<file path="config.mk">
export PLATFORM = sky130hd
export DESIGN_NAME = lowlat_mode_write
export DESIGN_NICKNAME = d
export VERILOG_FILES = /design/src/core/lowlat_mode_pkg.sv /design/src/core/lowlat_mode_write.sv
export VERILOG_INCLUDE_DIRS = /design/src /design/src/core
export SDC_FILE = /design/constraint.sdc
export NUM_CORES = 1
export LEC_CHECK = 0
export BUFFER_PORTS_ARGS = -buffer_cell sky130_fd_sc_hd__buf_2
export CAP_MARGIN = 20
export CORE_ASPECT_RATIO = 1.75
export CORE_MARGIN = 8
export CORE_UTILIZATION = 50
export DETAILED_ROUTE_END_ITERATION = 7
export GPL_TIMING_DRIVEN = 0
export HOLD_SLACK_MARGIN = 0.05
export PLACE_DENSITY = 0.73
export SLEW_MARGIN = 20
export SYNTH_ARGS = -nofsm -noshare
export SYNTH_HDL_FRONTEND = slang
export SYNTH_SLANG_ARGS = --single-unit
</file>
<file path="constraint.sdc">
create_clock -name clk_i -period 2.1 [get_ports clk_i]
set_clock_uncertainty 0.15 [all_clocks]
set_input_delay 0.21 -clock clk_i [delete_from_list [all_inputs] [get_ports clk_i]]
set_output_delay 0.21 -clock clk_i [all_outputs]
set_load 0.1 [all_outputs]
</file>
<file path="src/core/lowlat_mode_regs.svh">
/*
 * Mode register field positions, reset value, latency table and timing counts.
 * Assumes inclusion by bare name from the design file; definitions only.
 */
`ifndef LOWLAT_MODE_REGS_SVH
`define LOWLAT_MODE_REGS_SVH
`define MODE_W 18
`define MODE_RESET 18'h00000
`define CFG_LO_POS 0
`define CFG_HI_POS 2
`define BL_LO_POS 3
`define BL_HI_POS 4
`define MUX_POS 5
`define DLL_POS 7
`define IMP_POS 8
`define ODT_POS 9
`define MUX_PART_W 11
`define BL_CODE_2 2'h0
`define BL_CODE_4 2'h1
`define BL_CODE_8 2'h2
`define RL_CFG1 4'h4
`define RL_CFG2 4'h6
`define RL_CFG3 4'h8
`define RL_CFG4 4'h3
`define RL_CFG5 4'h5
`define DLL_LOCK_CYCLES 11'h400
`define CLK_MHZ 100
`define CAL_PERIOD_US 100
`define CAL_CYCLES (`CAL_PERIOD_US * `CLK_MHZ)
`endif

</file>
<file path="src/core/lowlat_mode_pkg.sv">
/*
 * Types shared by the mode and write path: command request and write word.
 * Assumes the constants header is compiled alongside.
 */
package lowlat_mode_pkg;
  typedef struct packed {
    logic [2:0] bank;
    logic [21:0] addr;
  } cmd_req_t;
  typedef struct packed {
    logic [2:0] bank;
    logic [21:0] addr;
    logic [2:0] beat;
  } wr_word_t;
endpackage

</file>
<file path="src/core/lowlat_mode_write.sv">
/*
 * Mode register, command decode with optional two-part addressing, impedance
 * recalibration tick, termination control and the burst write capture path.
 * Assumes commands arrive on clk_i from a controller on the same clock; the
 * write data clock, data and mask come from outside and are synchronised here.
 */
// Added by the designer: the placing of the registers and the address-and-strobe port.
`include "lowlat_mode_regs.svh"
module lowlat_mode_write
  import lowlat_mode_pkg::*;
#(
  parameter int DATA_W = 9,
  parameter logic [4:0] ADDR_TOP_BL2 = 5'd21,
  parameter int CAL_CYCLES = `CAL_CYCLES
) (
  input wire logic clk_i,
  input wire logic reset_n_i,
  input wire logic cs_n_i,
  input wire logic we_n_i,
  input wire logic ref_n_i,
  input wire logic [21:0] addr_i,
  input wire logic [2:0] bank_i,
  input wire logic dk_i,
  input wire logic [DATA_W-1:0] dq_i,
  input wire logic dm_i,
  input wire logic read_drive_i,
  output logic [3:0] row_cycle_o,
  output logic [3:0] read_latency_o,
  output logic [3:0] write_latency_o,
  output logic [3:0] burst_words_o,
  output logic [4:0] addr_top_o,
  output logic addr_mux_o,
  output logic dll_enable_o,
  output logic dll_locked_o,
  output logic impedance_external_o,
  output logic cal_update_o,
  output logic dq_term_o,
  output logic dm_term_o,
  output logic mode_load_o,
  output logic read_cmd_o,
  output logic refresh_o,
  output cmd_req_t cmd_req_o,
  output logic wr_valid_o,
  output wr_word_t wr_word_o,
  output logic [DATA_W-1:0] wr_data_o,
  output logic wr_done_o
);
  typedef enum logic [1:0] {C_FIRST, C_SECOND} cmd_state_t;
  typedef enum logic [1:0] {K_READ, K_WRITE, K_LOAD} cmd_kind_t;
  typedef enum logic [1:0] {W_IDLE, W_LAT, W_ARM, W_BURST} wr_state_t;

  logic [`MODE_W-1:0] mode_q, mode_d;
  cmd_state_t cst_q, cst_d;
  cmd_kind_t kind_q, kind_d;
  logic [2:0] pbank_q, pbank_d;
  logic [`MUX_PART_W-1:0] part_q, part_d;
  logic mode_load_q, mode_load_d;
  logic read_q, read_d;
  logic ref_q, ref_d;
  cmd_req_t req_q, req_d;
  logic wr_start;
  cmd_req_t wr_req;
  logic [21:0] addr_mask;
  logic [21:0] mux_addr;
  logic [2:0] cfg;
  logic [1:0] bl;

  // latency table shared by read, write and row cycle
  function automatic logic [3:0] lat_of(input logic [2:0] c);
    case (c)
      3'h0: lat_of = `RL_CFG1;
      3'h1: lat_of = `RL_CFG2;
      3'h2: lat_of = `RL_CFG3;
      3'h3: lat_of = `RL_CFG4;
      3'h4: lat_of = `RL_CFG5;
      default: lat_of = `RL_CFG1;
    endcase
  endfunction

  assign cfg = mode_q[`CFG_HI_POS:`CFG_LO_POS];
  assign bl = mode_q[`BL_HI_POS:`BL_LO_POS];
  assign row_cycle_o = lat_of(cfg);
  assign read_latency_o = lat_of(cfg);
  assign write_latency_o = lat_of(cfg) + 4'h1;
  // reserved burst code falls back to two words
  assign burst_words_o = (bl == `BL_CODE_8) ? 4'h8 : (bl == `BL_CODE_4) ? 4'h4 : 4'h2;
  assign addr_top_o = (bl == `BL_CODE_8) ? ADDR_TOP_BL2 - 5'd2 :
                      (bl == `BL_CODE_4) ? ADDR_TOP_BL2 - 5'd1 : ADDR_TOP_BL2;
  assign addr_mask = 22'h3fffff >> (5'd21 - addr_top_o);
  assign addr_mux_o = mode_q[`MUX_POS];
  assign dll_enable_o = mode_q[`DLL_POS];
  assign impedance_external_o = mode_q[`IMP_POS];
  // read path owns the data drivers; data termination yields while it drives, mask termination stays on
  assign dq_term_o = mode_q[`ODT_POS] & ~read_drive_i;
  assign dm_term_o = mode_q[`ODT_POS];
  assign mode_load_o = mode_load_q;
  assign read_cmd_o = read_q;
  assign refresh_o = ref_q;
  assign cmd_req_o = req_q;
  // second part carries the high bits, eleven lines each
  assign mux_addr = {addr_i[`MUX_PART_W-1:0], part_q};

  always_comb begin
    mode_d = mode_q;
    cst_d = C_FIRST;
    kind_d = kind_q;
    pbank_d = pbank_q;
    part_d = part_q;
    mode_load_d = 1'b0;
    read_d = 1'b0;
    ref_d = 1'b0;
    req_d = req_q;
    wr_start = 1'b0;
    wr_req = '{bank: bank_i, addr: addr_i & addr_mask};
    if (cst_q == C_SECOND) begin
      // second edge completes the pending command whatever the pins decode to
      req_d = '{bank: pbank_q, addr: mux_addr & addr_mask};
      case (kind_q)
        K_LOAD: begin
          mode_d = mux_addr[`MODE_W-1:0];
          mode_load_d = 1'b1;
        end
        K_READ: read_d = 1'b1;
        default: ;
      endcase
    end else if (!cs_n_i) begin
      if (!ref_n_i && we_n_i) begin
        // refresh is single edge in both addressing modes
        ref_d = 1'b1;
        req_d = '{bank: bank_i, addr: 22'h000000};
      end else if (mode_q[`MUX_POS]) begin
        cst_d = C_SECOND;
        pbank_d = bank_i;
        part_d = addr_i[`MUX_PART_W-1:0];
        kind_d = !ref_n_i ? K_LOAD : we_n_i ? K_READ : K_WRITE;
        wr_start = ref_n_i && !we_n_i;
      end else if (!ref_n_i) begin
        mode_d = addr_i[`MODE_W-1:0];
        mode_load_d = 1'b1;
      end else if (we_n_i) begin
        read_d = 1'b1;
        req_d = '{bank: bank_i, addr: addr_i & addr_mask};
      end else begin
        wr_start = 1'b1;
      end
    end
  end

  always_ff @(posedge clk_i or negedge reset_n_i) begin
    if (!reset_n_i) begin
      mode_q <= `MODE_RESET;
      cst_q <= C_FIRST;
      kind_q <= K_READ;
      pbank_q <= 3'h0;
      part_q <= '0;
      mode_load_q <= 1'b0;
      read_q <= 1'b0;
      ref_q <= 1'b0;
      req_q <= '0;
    end else begin
      mode_q <= mode_d;
      cst_q <= cst_d;
      kind_q <= kind_d;
      pbank_q <= pbank_d;
      part_q <= part_d;
      mode_load_q <= mode_load_d;
      read_q <= read_d;
      ref_q <= ref_d;
      req_q <= req_d;
    end
  end

  // loop lock timer and recalibration tick, independent of command flow
  logic [10:0] dll_cnt_q, dll_cnt_d;
  logic [$clog2(CAL_CYCLES+1)-1:0] cal_cnt_q, cal_cnt_d;
  logic cal_q, cal_d;

  always_comb begin
    dll_cnt_d = dll_cnt_q;
    if (!mode_q[`DLL_POS]) begin
      dll_cnt_d = 11'h000;
    end else if (dll_cnt_q != `DLL_LOCK_CYCLES) begin
      dll_cnt_d = dll_cnt_q + 11'h001;
    end
    cal_d = 1'b0;
    cal_cnt_d = cal_cnt_q + 1'b1;
    if (cal_cnt_q == ($bits(cal_cnt_q))'(CAL_CYCLES - 1)) begin
      // tick only; nothing in the command or write path depends on it
      cal_cnt_d = '0;
      cal_d = 1'b1;
    end
  end

  always_ff @(posedge clk_i or negedge reset_n_i) begin
    if (!reset_n_i) begin
      dll_cnt_q <= 11'h000;
      cal_cnt_q <= '0;
      cal_q <= 1'b0;
    end else begin
      dll_cnt_q <= dll_cnt_d;
      cal_cnt_q <= cal_cnt_d;
      cal_q <= cal_d;
    end
  end

  // counter clears one edge after the bit drops, so the bit gates the flag at once
  assign dll_locked_o = mode_q[`DLL_POS] && (dll_cnt_q == `DLL_LOCK_CYCLES);
  assign cal_update_o = cal_q;

  // data clock, data and mask share one three-stage pipe so they stay aligned
  logic [DATA_W+1:0] s1_q, s2_q, s3_q;
  logic dk_lvl_q, dk_lvl_d;
  logic dk_edge, dk_rise;

  always_ff @(posedge clk_i or negedge reset_n_i) begin
    if (!reset_n_i) begin
      s1_q <= '0;
      s2_q <= '0;
      s3_q <= '0;
      dk_lvl_q <= 1'b0;
    end else begin
      s1_q <= {dk_i, dm_i, dq_i};
      s2_q <= s1_q;
      s3_q <= s2_q;
      dk_lvl_q <= dk_lvl_d;
    end
  end

  assign dk_edge = (s2_q[DATA_W+1] == s3_q[DATA_W+1]) && (s3_q[DATA_W+1] != dk_lvl_q);
  assign dk_rise = dk_edge && s3_q[DATA_W+1];
  assign dk_lvl_d = dk_edge ? s3_q[DATA_W+1] : dk_lvl_q;

  wr_state_t wst_q, wst_d;
  logic [3:0] lat_q, lat_d;
  logic [3:0] beat_q, beat_d;
  logic [2:0] wbank_q, wbank_d;
  logic [21:0] waddr_q, waddr_d;
  logic wvalid_q, wvalid_d;
  wr_word_t wword_q, wword_d;
  logic [DATA_W-1:0] wdata_q, wdata_d;
  logic wdone_q, wdone_d;
  logic take;

  always_comb begin
    wst_d = wst_q;
    lat_d = lat_q;
    beat_d = beat_q;
    wbank_d = wbank_q;
    waddr_d = waddr_q;
    wvalid_d = 1'b0;
    wword_d = wword_q;
    wdata_d = wdata_q;
    wdone_d = 1'b0;
    take = 1'b0;
    // mux address lands one edge after the command; latency is at least four
    if (cst_q == C_SECOND && kind_q == K_WRITE) begin
      waddr_d = mux_addr & addr_mask;
    end
    case (wst_q)
      W_IDLE: begin
        // one burst at a time; a write during a burst is dropped
        if (wr_start) begin
          wst_d = W_LAT;
          lat_d = write_latency_o - 4'h1;
          wbank_d = wr_req.bank;
          waddr_d = wr_req.addr;
          beat_d = 4'h0;
        end
      end
      W_LAT: begin
        lat_d = lat_q - 4'h1;
        if (lat_q == 4'h1) begin
          wst_d = W_ARM;
        end
      end
      W_ARM: begin
        if (dk_rise) begin
          wst_d = W_BURST;
          take = 1'b1;
        end
      end
      W_BURST: begin
        take = dk_edge;
      end
      default: wst_d = W_IDLE;
    endcase
    if (take) begin
      beat_d = beat_q + 4'h1;
      wvalid_d = ~s3_q[DATA_W];
      wword_d = '{bank: wbank_q, addr: waddr_q, beat: beat_q[2:0]};
      wdata_d = s3_q[DATA_W-1:0];
      // burst length read live; a change mid burst corrupts it
      if (beat_q + 4'h1 == burst_words_o) begin
        wst_d = W_IDLE;
        wdone_d = 1'b1;
      end
    end
  end

  always_ff @(posedge clk_i or negedge reset_n_i) begin
    if (!reset_n_i) begin
      wst_q <= W_IDLE;
      lat_q <= 4'h0;
      beat_q <= 4'h0;
      wbank_q <= 3'h0;
      waddr_q <= 22'h000000;
      wvalid_q <= 1'b0;
      wword_q <= '0;
      wdata_q <= '0;
      wdone_q <= 1'b0;
    end else begin
      wst_q <= wst_d;
      lat_q <= lat_d;
      beat_q <= beat_d;
      wbank_q <= wbank_d;
      waddr_q <= waddr_d;
      wvalid_q <= wvalid_d;
      wword_q <= wword_d;
      wdata_q <= wdata_d;
      wdone_q <= wdone_d;
    end
  end

  assign wr_valid_o = wvalid_q;
  assign wr_word_o = wword_q;
  assign wr_data_o = wdata_q;
  assign wr_done_o = wdone_q;
endmodule

</file>
==> results of run 1 <==
## cell families (layout without fill, tap and decap cells)
family | Yosys count | count (layout) | share of synthesized area, %
AO/OA/AOI/OAI | 115 | 115 | 9.83
XOR/XNOR | 26 | 26 | 2.94
adder cells (fa/ha/maj) | 11 | 11 | 1.74
buffers and inverters | 57 | 273 | 3.78
flip-flops | 188 | 188 | 60.7
multiplexers | 56 | 56 | 8.05
other | 2 | 3 | 0.0969
AND/OR/NAND/NOR | 210 | 210 | 12.9
## path summary, 6_finish.rpt
path                                start                 end  slack, ps
worst min register to register    s2_q[5]             s3_q[5]        200
worst max register to register   cst_q[0]         waddr_q[18]        110
max in group asynchronous       reset_n_i           mode_q[1]        620
min in group asynchronous       reset_n_i            lat_q[1]        260
worst min-delay path              ref_n_i           mode_q[0]        110
worst max-delay path            mode_q[0]  write_latency_o[2]        -50
## final cells by class
type | count | area (um^2) | share of cell area, %
inverters | 15 | 56.3 | 0.564
multi-input cells | 421 | 2860 | 28.7
plain buffers | 42 | 245 | 2.45
well taps | 186 | 233 | 2.33
clock buffers | 17 | 425 | 4.26
flip-flops and latches | 188 | 4710 | 47.2
clock inverters | 15 | 189 | 1.89
repair buffers | 184 | 1260 | 12.7
## state kept, by name, summed over array words and instances (netlist names), 14 cells and up
signal / flops
waddr_q: 22
cmd_req_o: 25
cal_cnt_q: 14
wr_word_o: 28
## critical path, cell delays in order (launching register included)
cell     delay (ps)
dfrtp_2         440
nor2b_4         150
a22oi_2         180
inv_2            90
ha_4            180
xor2_4          150
buf_12          190
## cells in the final DEF (no fill, tap or decap), types with 6 or more instances in the layout
master         synthesis  routed
nand3_1               14      14
nand2_1               84      84
ha_1                  10       7
dfrtp_1              188     182
clkinv_8               0       6
o21ai_0               30      29
clkbuf_16              0      17
xor2_1                16      15
dfrtp_2                0       6
nor2_1                63      61
inv_1                 15      14
mux2_2                51      51
a31oi_1               22      21
clkbuf_1              14      13
buf_4                 10      30
xnor2_1               10      10
dlygate4sd3_1          0      40
a22oi_1               31      30
buf_2                 14     130
nand4_1                6       6
a21oi_1               16      16
## through the flow
| step | instances | setup WS, ps | hold WS [ps] | instance area, um^2 |
|---|---|---|---|---|
| after floorplan | 666 | -1730 | -236 | 7810 |
| after global placement | 984 | -2420 | 168 | 8700 |
| after detailed placement | 985 | -141 | 160 | 8740 |
| after CTS | 1062 | -92.9 | 77.6 | 9900 |
| after global routing | 1068 | -122 | 121 | 9990 |
| final | 1068 | -47.6 | 110 | 9990 |
## metal layers
| layer | GRT usage [%] | wire, um | vias up |
|---|---|---|---|
| met3 | 3.81 | 1210 | 53 |
| met1 | 24.3 | 7770 | 2855 |
| met2 | 37.1 | 11100 | 219 |
| met5 | 0 | 0 | - |
| li1 | - | - | 2710 |
| met4 | 11.6 | 903 | 0 |
## what timing repair did
action / CTS / global route
pin swaps: 3 / 4
hold buffers: 41 / 0
endpoints found under the hold margin: 171 / 0
buffers inserted: 4 / 6
setup endpoints to repair: 34 / 58
gates resized for setup: 31 / 15
==> results.py, run 1 <==
metrics = {
    "grt": {
        "gr-total-overflow": 0,
        "grt_pass1_wl_mm": 33.1,
        "grt_start_max_net_pins": 104,
        "track_usage_pct": 21.6,
        "antenna_found_initial": 0,
        "grt_pass1_vias": 6192,
    },
    "logic_synthesis": {
        "synthesis.area_um2": 7750,
        "avgSynthCellArea_um2": 11.7,
        "netlist_instances": 665,
        "ys_warn_count": 0,
        "netlist.area_leader.share_pct": 60.7,
        "synth_edf_count": 0,
        "yosysMostFrequentCell": "dfrtp_1",
        "synth_cell_types": 54,
        "synth_area_leader_cell": "dfrtp_1",
        "synth-seq-cells": 188,
        "synth_ff_type": "dfrtp_1",
        "synthTopCellsByArea": "dfrtp_1 (61%), mux2_2 (7.4%), nand2_1 (4.1%)",
        "synth_commonest_cells": "dfrtp_1 (188), nand2_1 (84), nor2_1 (63)",
        "synth_seq_area_share_pct": 60.7,
        "ys_async_sr_fraction_pct": 100,
    },
    "detailed_routing": {
        "antenna_left": 0,
        "drt-total-wl_mm": 21.0,
        "routedWlPerCell_um": 19.6,
        "drc": 0,
        "vias": 5837,
        "dr.first_iter.drc_count": 339,
        "vias_per_cell": 5.47,
        "drtPass1Iterations": 5,
    },
    "cts": {
        "cts_buffers": 17,
        "cts_max_level": 4,
        "clk_latency_ps": 430,
        "cts-root-buf": "clkbuf_16",
        "cts_buffer_depth": 2,
        "clk_pin_slew_ps": 70,
        "cts_tree": "yes",
        "clkSinkCount": 188,
    },
    "flow_run": {
        "drv_cap": 0,
    },
    "worst_setup_path": {
        "start_kind": "flip-flop",
        "path_max_fanout": 4,
        "cp.arrival_ps": 1790,
        "cp_data_required_time_ps": 1740,
        "critical_path_class": "flip-flop to output port",
        "end_kind": "output port",
        "reg2reg_depth": 7,
    },
    "die": {
        "dieWidth_um": 110,
        "dieHeight_um": 181,
        "die_area_um2": 19900,
        "row_count": 60,
        "core_area_um2": 15300,
        "start_util_pct": 50.6,
        "ios": 137,
    },
    "worst_hold_path": {
        "holdPathStages": 4,
        "hp-class": "primary input to flip-flop",
    },
    "placement": {
        "place.gp.congestion": 0.883,
        "dp_hpwl_mm": 15.1,
        "port_buffers": 132,
    },
    "timing": {
        "setup_ws_ps": -47.6,
        "fmax_mhz": 466,
        "hold_violations": 0,
        "drv_slew": 0,
        "timing.setup.tns_ps": -47.6,
        "finalCritPeriodShare_pct": 102,
        "max-slew-margin-rel_pct": 49.8,
        "finalSetupViolCount": 1,
        "fin_crit_ps": 2150,
        "worst_pin_slew_ps": 753,
        "grt_setup_unrepaired": "yes",
    },
    "layout": {
        "insertedDiodeCount": 0,
        "drive_above_1_share_pct": 32.2,
        "fin_nets": 921,
        "fillCellCount": 1192,
        "area_delta_synth_final_pct": 28.9,
        "fin_util_pct": 65.2,
    },
    "status": {
        "outcome": "complete, but fails checks",
        "violations": "setup timing",
    },
}
Power of run 1 is left out: the tool's default activity adds up to more than one toggle a clock period on the data nets, which glitch-free logic cannot reach.
==> inputs of run 2 (changes only) <==
--- a/config.mk
+++ b/config.mk
@@ -6,15 +6,14 @@
 export SDC_FILE = /design/constraint.sdc
 export NUM_CORES = 1
 export LEC_CHECK = 0
-export BUFFER_PORTS_ARGS = -buffer_cell sky130_fd_sc_hd__buf_2
+export BUFFER_PORTS_ARGS = -buffer_cell sky130_fd_sc_hd__clkbuf_2
 export CAP_MARGIN = 20
 export CORE_ASPECT_RATIO = 1.75
 export CORE_MARGIN = 8
-export CORE_UTILIZATION = 50
+export CORE_UTILIZATION = 29
 export DETAILED_ROUTE_END_ITERATION = 7
 export GPL_TIMING_DRIVEN = 0
 export HOLD_SLACK_MARGIN = 0.05
-export PLACE_DENSITY = 0.73
 export SLEW_MARGIN = 20
 export SYNTH_ARGS = -nofsm -noshare
 export SYNTH_HDL_FRONTEND = slang
==> results.py, run 2 (same netlist as run 1, synthesis figures left out) <==
metrics = {
    "layout": {
        "fin_cells": 1205,
        "largest_reg_flops": 28,
        "area_delta_synth_final_pct": 31.2,
        "fin_nets": 920,
        "layout_common_cells": "dfrtp_1 (184), clkbuf_2 (116), nand2_1 (84), nor2_1 (61), mux2_2 (51)",
        "final_common_cell": "dfrtp_1",
        "insertedDiodeCount": 0,
        "drive_above_1_share_pct": 31.6,
    },
    "cts": {
        "cts_tree": "yes",
        "clk_latency_ps": 430,
        "cts_max_level": 4,
        "cts_buffer_depth": 2,
        "clk_pin_slew_ps": 70,
        "cts_buffers": 17,
        "cts-root-buf": "clkbuf_16",
        "clkSinkCount": 188,
    },
    "timing": {
        "hold_violations": 0,
        "finalCritPeriodShare_pct": 102,
        "max-slew-margin-rel_pct": 53.1,
        "setup_ws_ps": -40.0,
        "finalSetupViolCount": 1,
        "worst_pin_slew_ps": 699,
        "fmax_mhz": 467,
        "fin_crit_ps": 2140,
        "drv_slew": 0,
        "grt_setup_unrepaired": "yes",
    },
    "placement": {
        "place.gp.congestion": 0.822,
        "dp_cells": 1124,
        "dp_hpwl_mm": 16.5,
        "port_buffers": 132,
    },
    "die": {
        "start_util_pct": 29.3,
        "core_area_um2": 26500,
        "row_count": 79,
        "die_area_um2": 32400,
        "dieHeight_um": 232,
        "dieWidth_um": 140,
        "ios": 137,
    },
    "grt": {
        "gr-total-overflow": 0,
        "grt_pass1_wl_mm": 35.1,
        "antenna_found_initial": 0,
        "track_usage_pct": 14.1,
        "grt_pass1_vias": 6200,
        "grt_start_max_net_pins": 84,
    },
    "flow_run": {
        "drv_cap": 0,
    },
    "detailed_routing": {
        "vias_per_cell": 4.79,
        "routedWlPerCell_um": 18.3,
        "drt-total-wl_mm": 22.0,
        "dr.first_iter.drc_count": 379,
        "drc": 0,
        "vias": 5775,
        "drtPass1Iterations": 5,
        "antenna_left": 0,
    },
    "worst_setup_path": {
        "path_max_fanout": 4,
        "path_buf_inv": 2,
        "critPathTopFamily": "flip-flops",
        "start_kind": "flip-flop",
        "slowest_delay_ps": 420,
        "cp_slowest_cell": "dfrtp_2",
        "cp_data_required_time_ps": 1740,
        "end_kind": "output port",
        "path_cells": "nor2b_4 -> a22oi_2 -> inv_2 -> ha_4 -> xor2_4 -> clkbuf_16",
        "cp.arrival_ps": 1780,
        "critical_path_class": "flip-flop to output port",
    },
    "status": {
        "violations": "setup timing",
        "outcome": "complete, but fails checks",
    },
    "worst_hold_path": {
        "hp-class": "primary input to async pin",
    },
}
==> run 2: cell types whose count changed in the layout (fill, tap and decap cells not counted), sizes merged <==
cell / delta
clkbuf: +131
buf: -130
dlymetal6s4s: -1
bufinv: +2
inv: -2
clkinvlp: +3
clkinv: -4
==> run 2: area by class of cell <==
class	count	area, um^2
Buffer	42	249
Clock buffer	18	429
Clock inverter	14	161
Fill cell	2602	16300
Inverter	15	56.3
Multi-Input combinational cell	421	2850
Sequential cell	188	4710
Tap cell	324	405
Timing Repair Buffer	183	1310
==> run 2: timing repair <==
| item | in CTS | in global routing |
|---|---|---|
| endpoints found under the hold margin | 260 | 0 |
| gates resized for setup | 33 | 16 |
| hold buffers | 40 | 0 |
| buffers inserted | 6 | 3 |
| endpoints found under the setup margin | 45 | 34 |
| pin swaps | 4 | 2 |
| cloned | 0 | 0 |
==> run 2: per-stage QoR <==
stage	cell area [um^2]	setup TNS [ps]	worst slack [ps]	hold WS (ps)	util, %
after CTS	10100	-55.9	-55.9	59.1	38.2
after global routing	10200	-244	-116	94.1	38.4
after global placement	8880	-546840	-3270	170	33.5
after detailed placement	8940	-1930	-130	-22.8	33.8
after floorplan	7810	-11220	-1730	-236	-
final	10200	-40.0	-40.0	75.8	38.4
==> run 2: path summary, 6_finish.rpt <==
kind                       slack [ps]  cells past startpoint            endpoint       from
hold reg to reg                   200                      0             s2_q[1]    s1_q[1]
hold / removal                     80                      2        dll_cnt_q[8]  reset_n_i
max in group asynchronous        1010                      3        wr_data_o[2]  reset_n_i
min in group clk_i                 80                      4           mode_q[7]    ref_n_i
setup / recovery                  -40                      6  write_latency_o[2]  mode_q[0]
setup reg to reg                   90                      5           part_q[9]   cst_q[0]
==> run 2: layer usage <==
metal,part of all wire [%],GRT usage (%),up-vias
met5,0,0,-
met4,3.9,7.23,0
met3,5.1,3.95,35
met2,53,25.2,141
met1,38,14.8,2900
li1,-,-,2699
Power of run 2 is left out for the same reason.
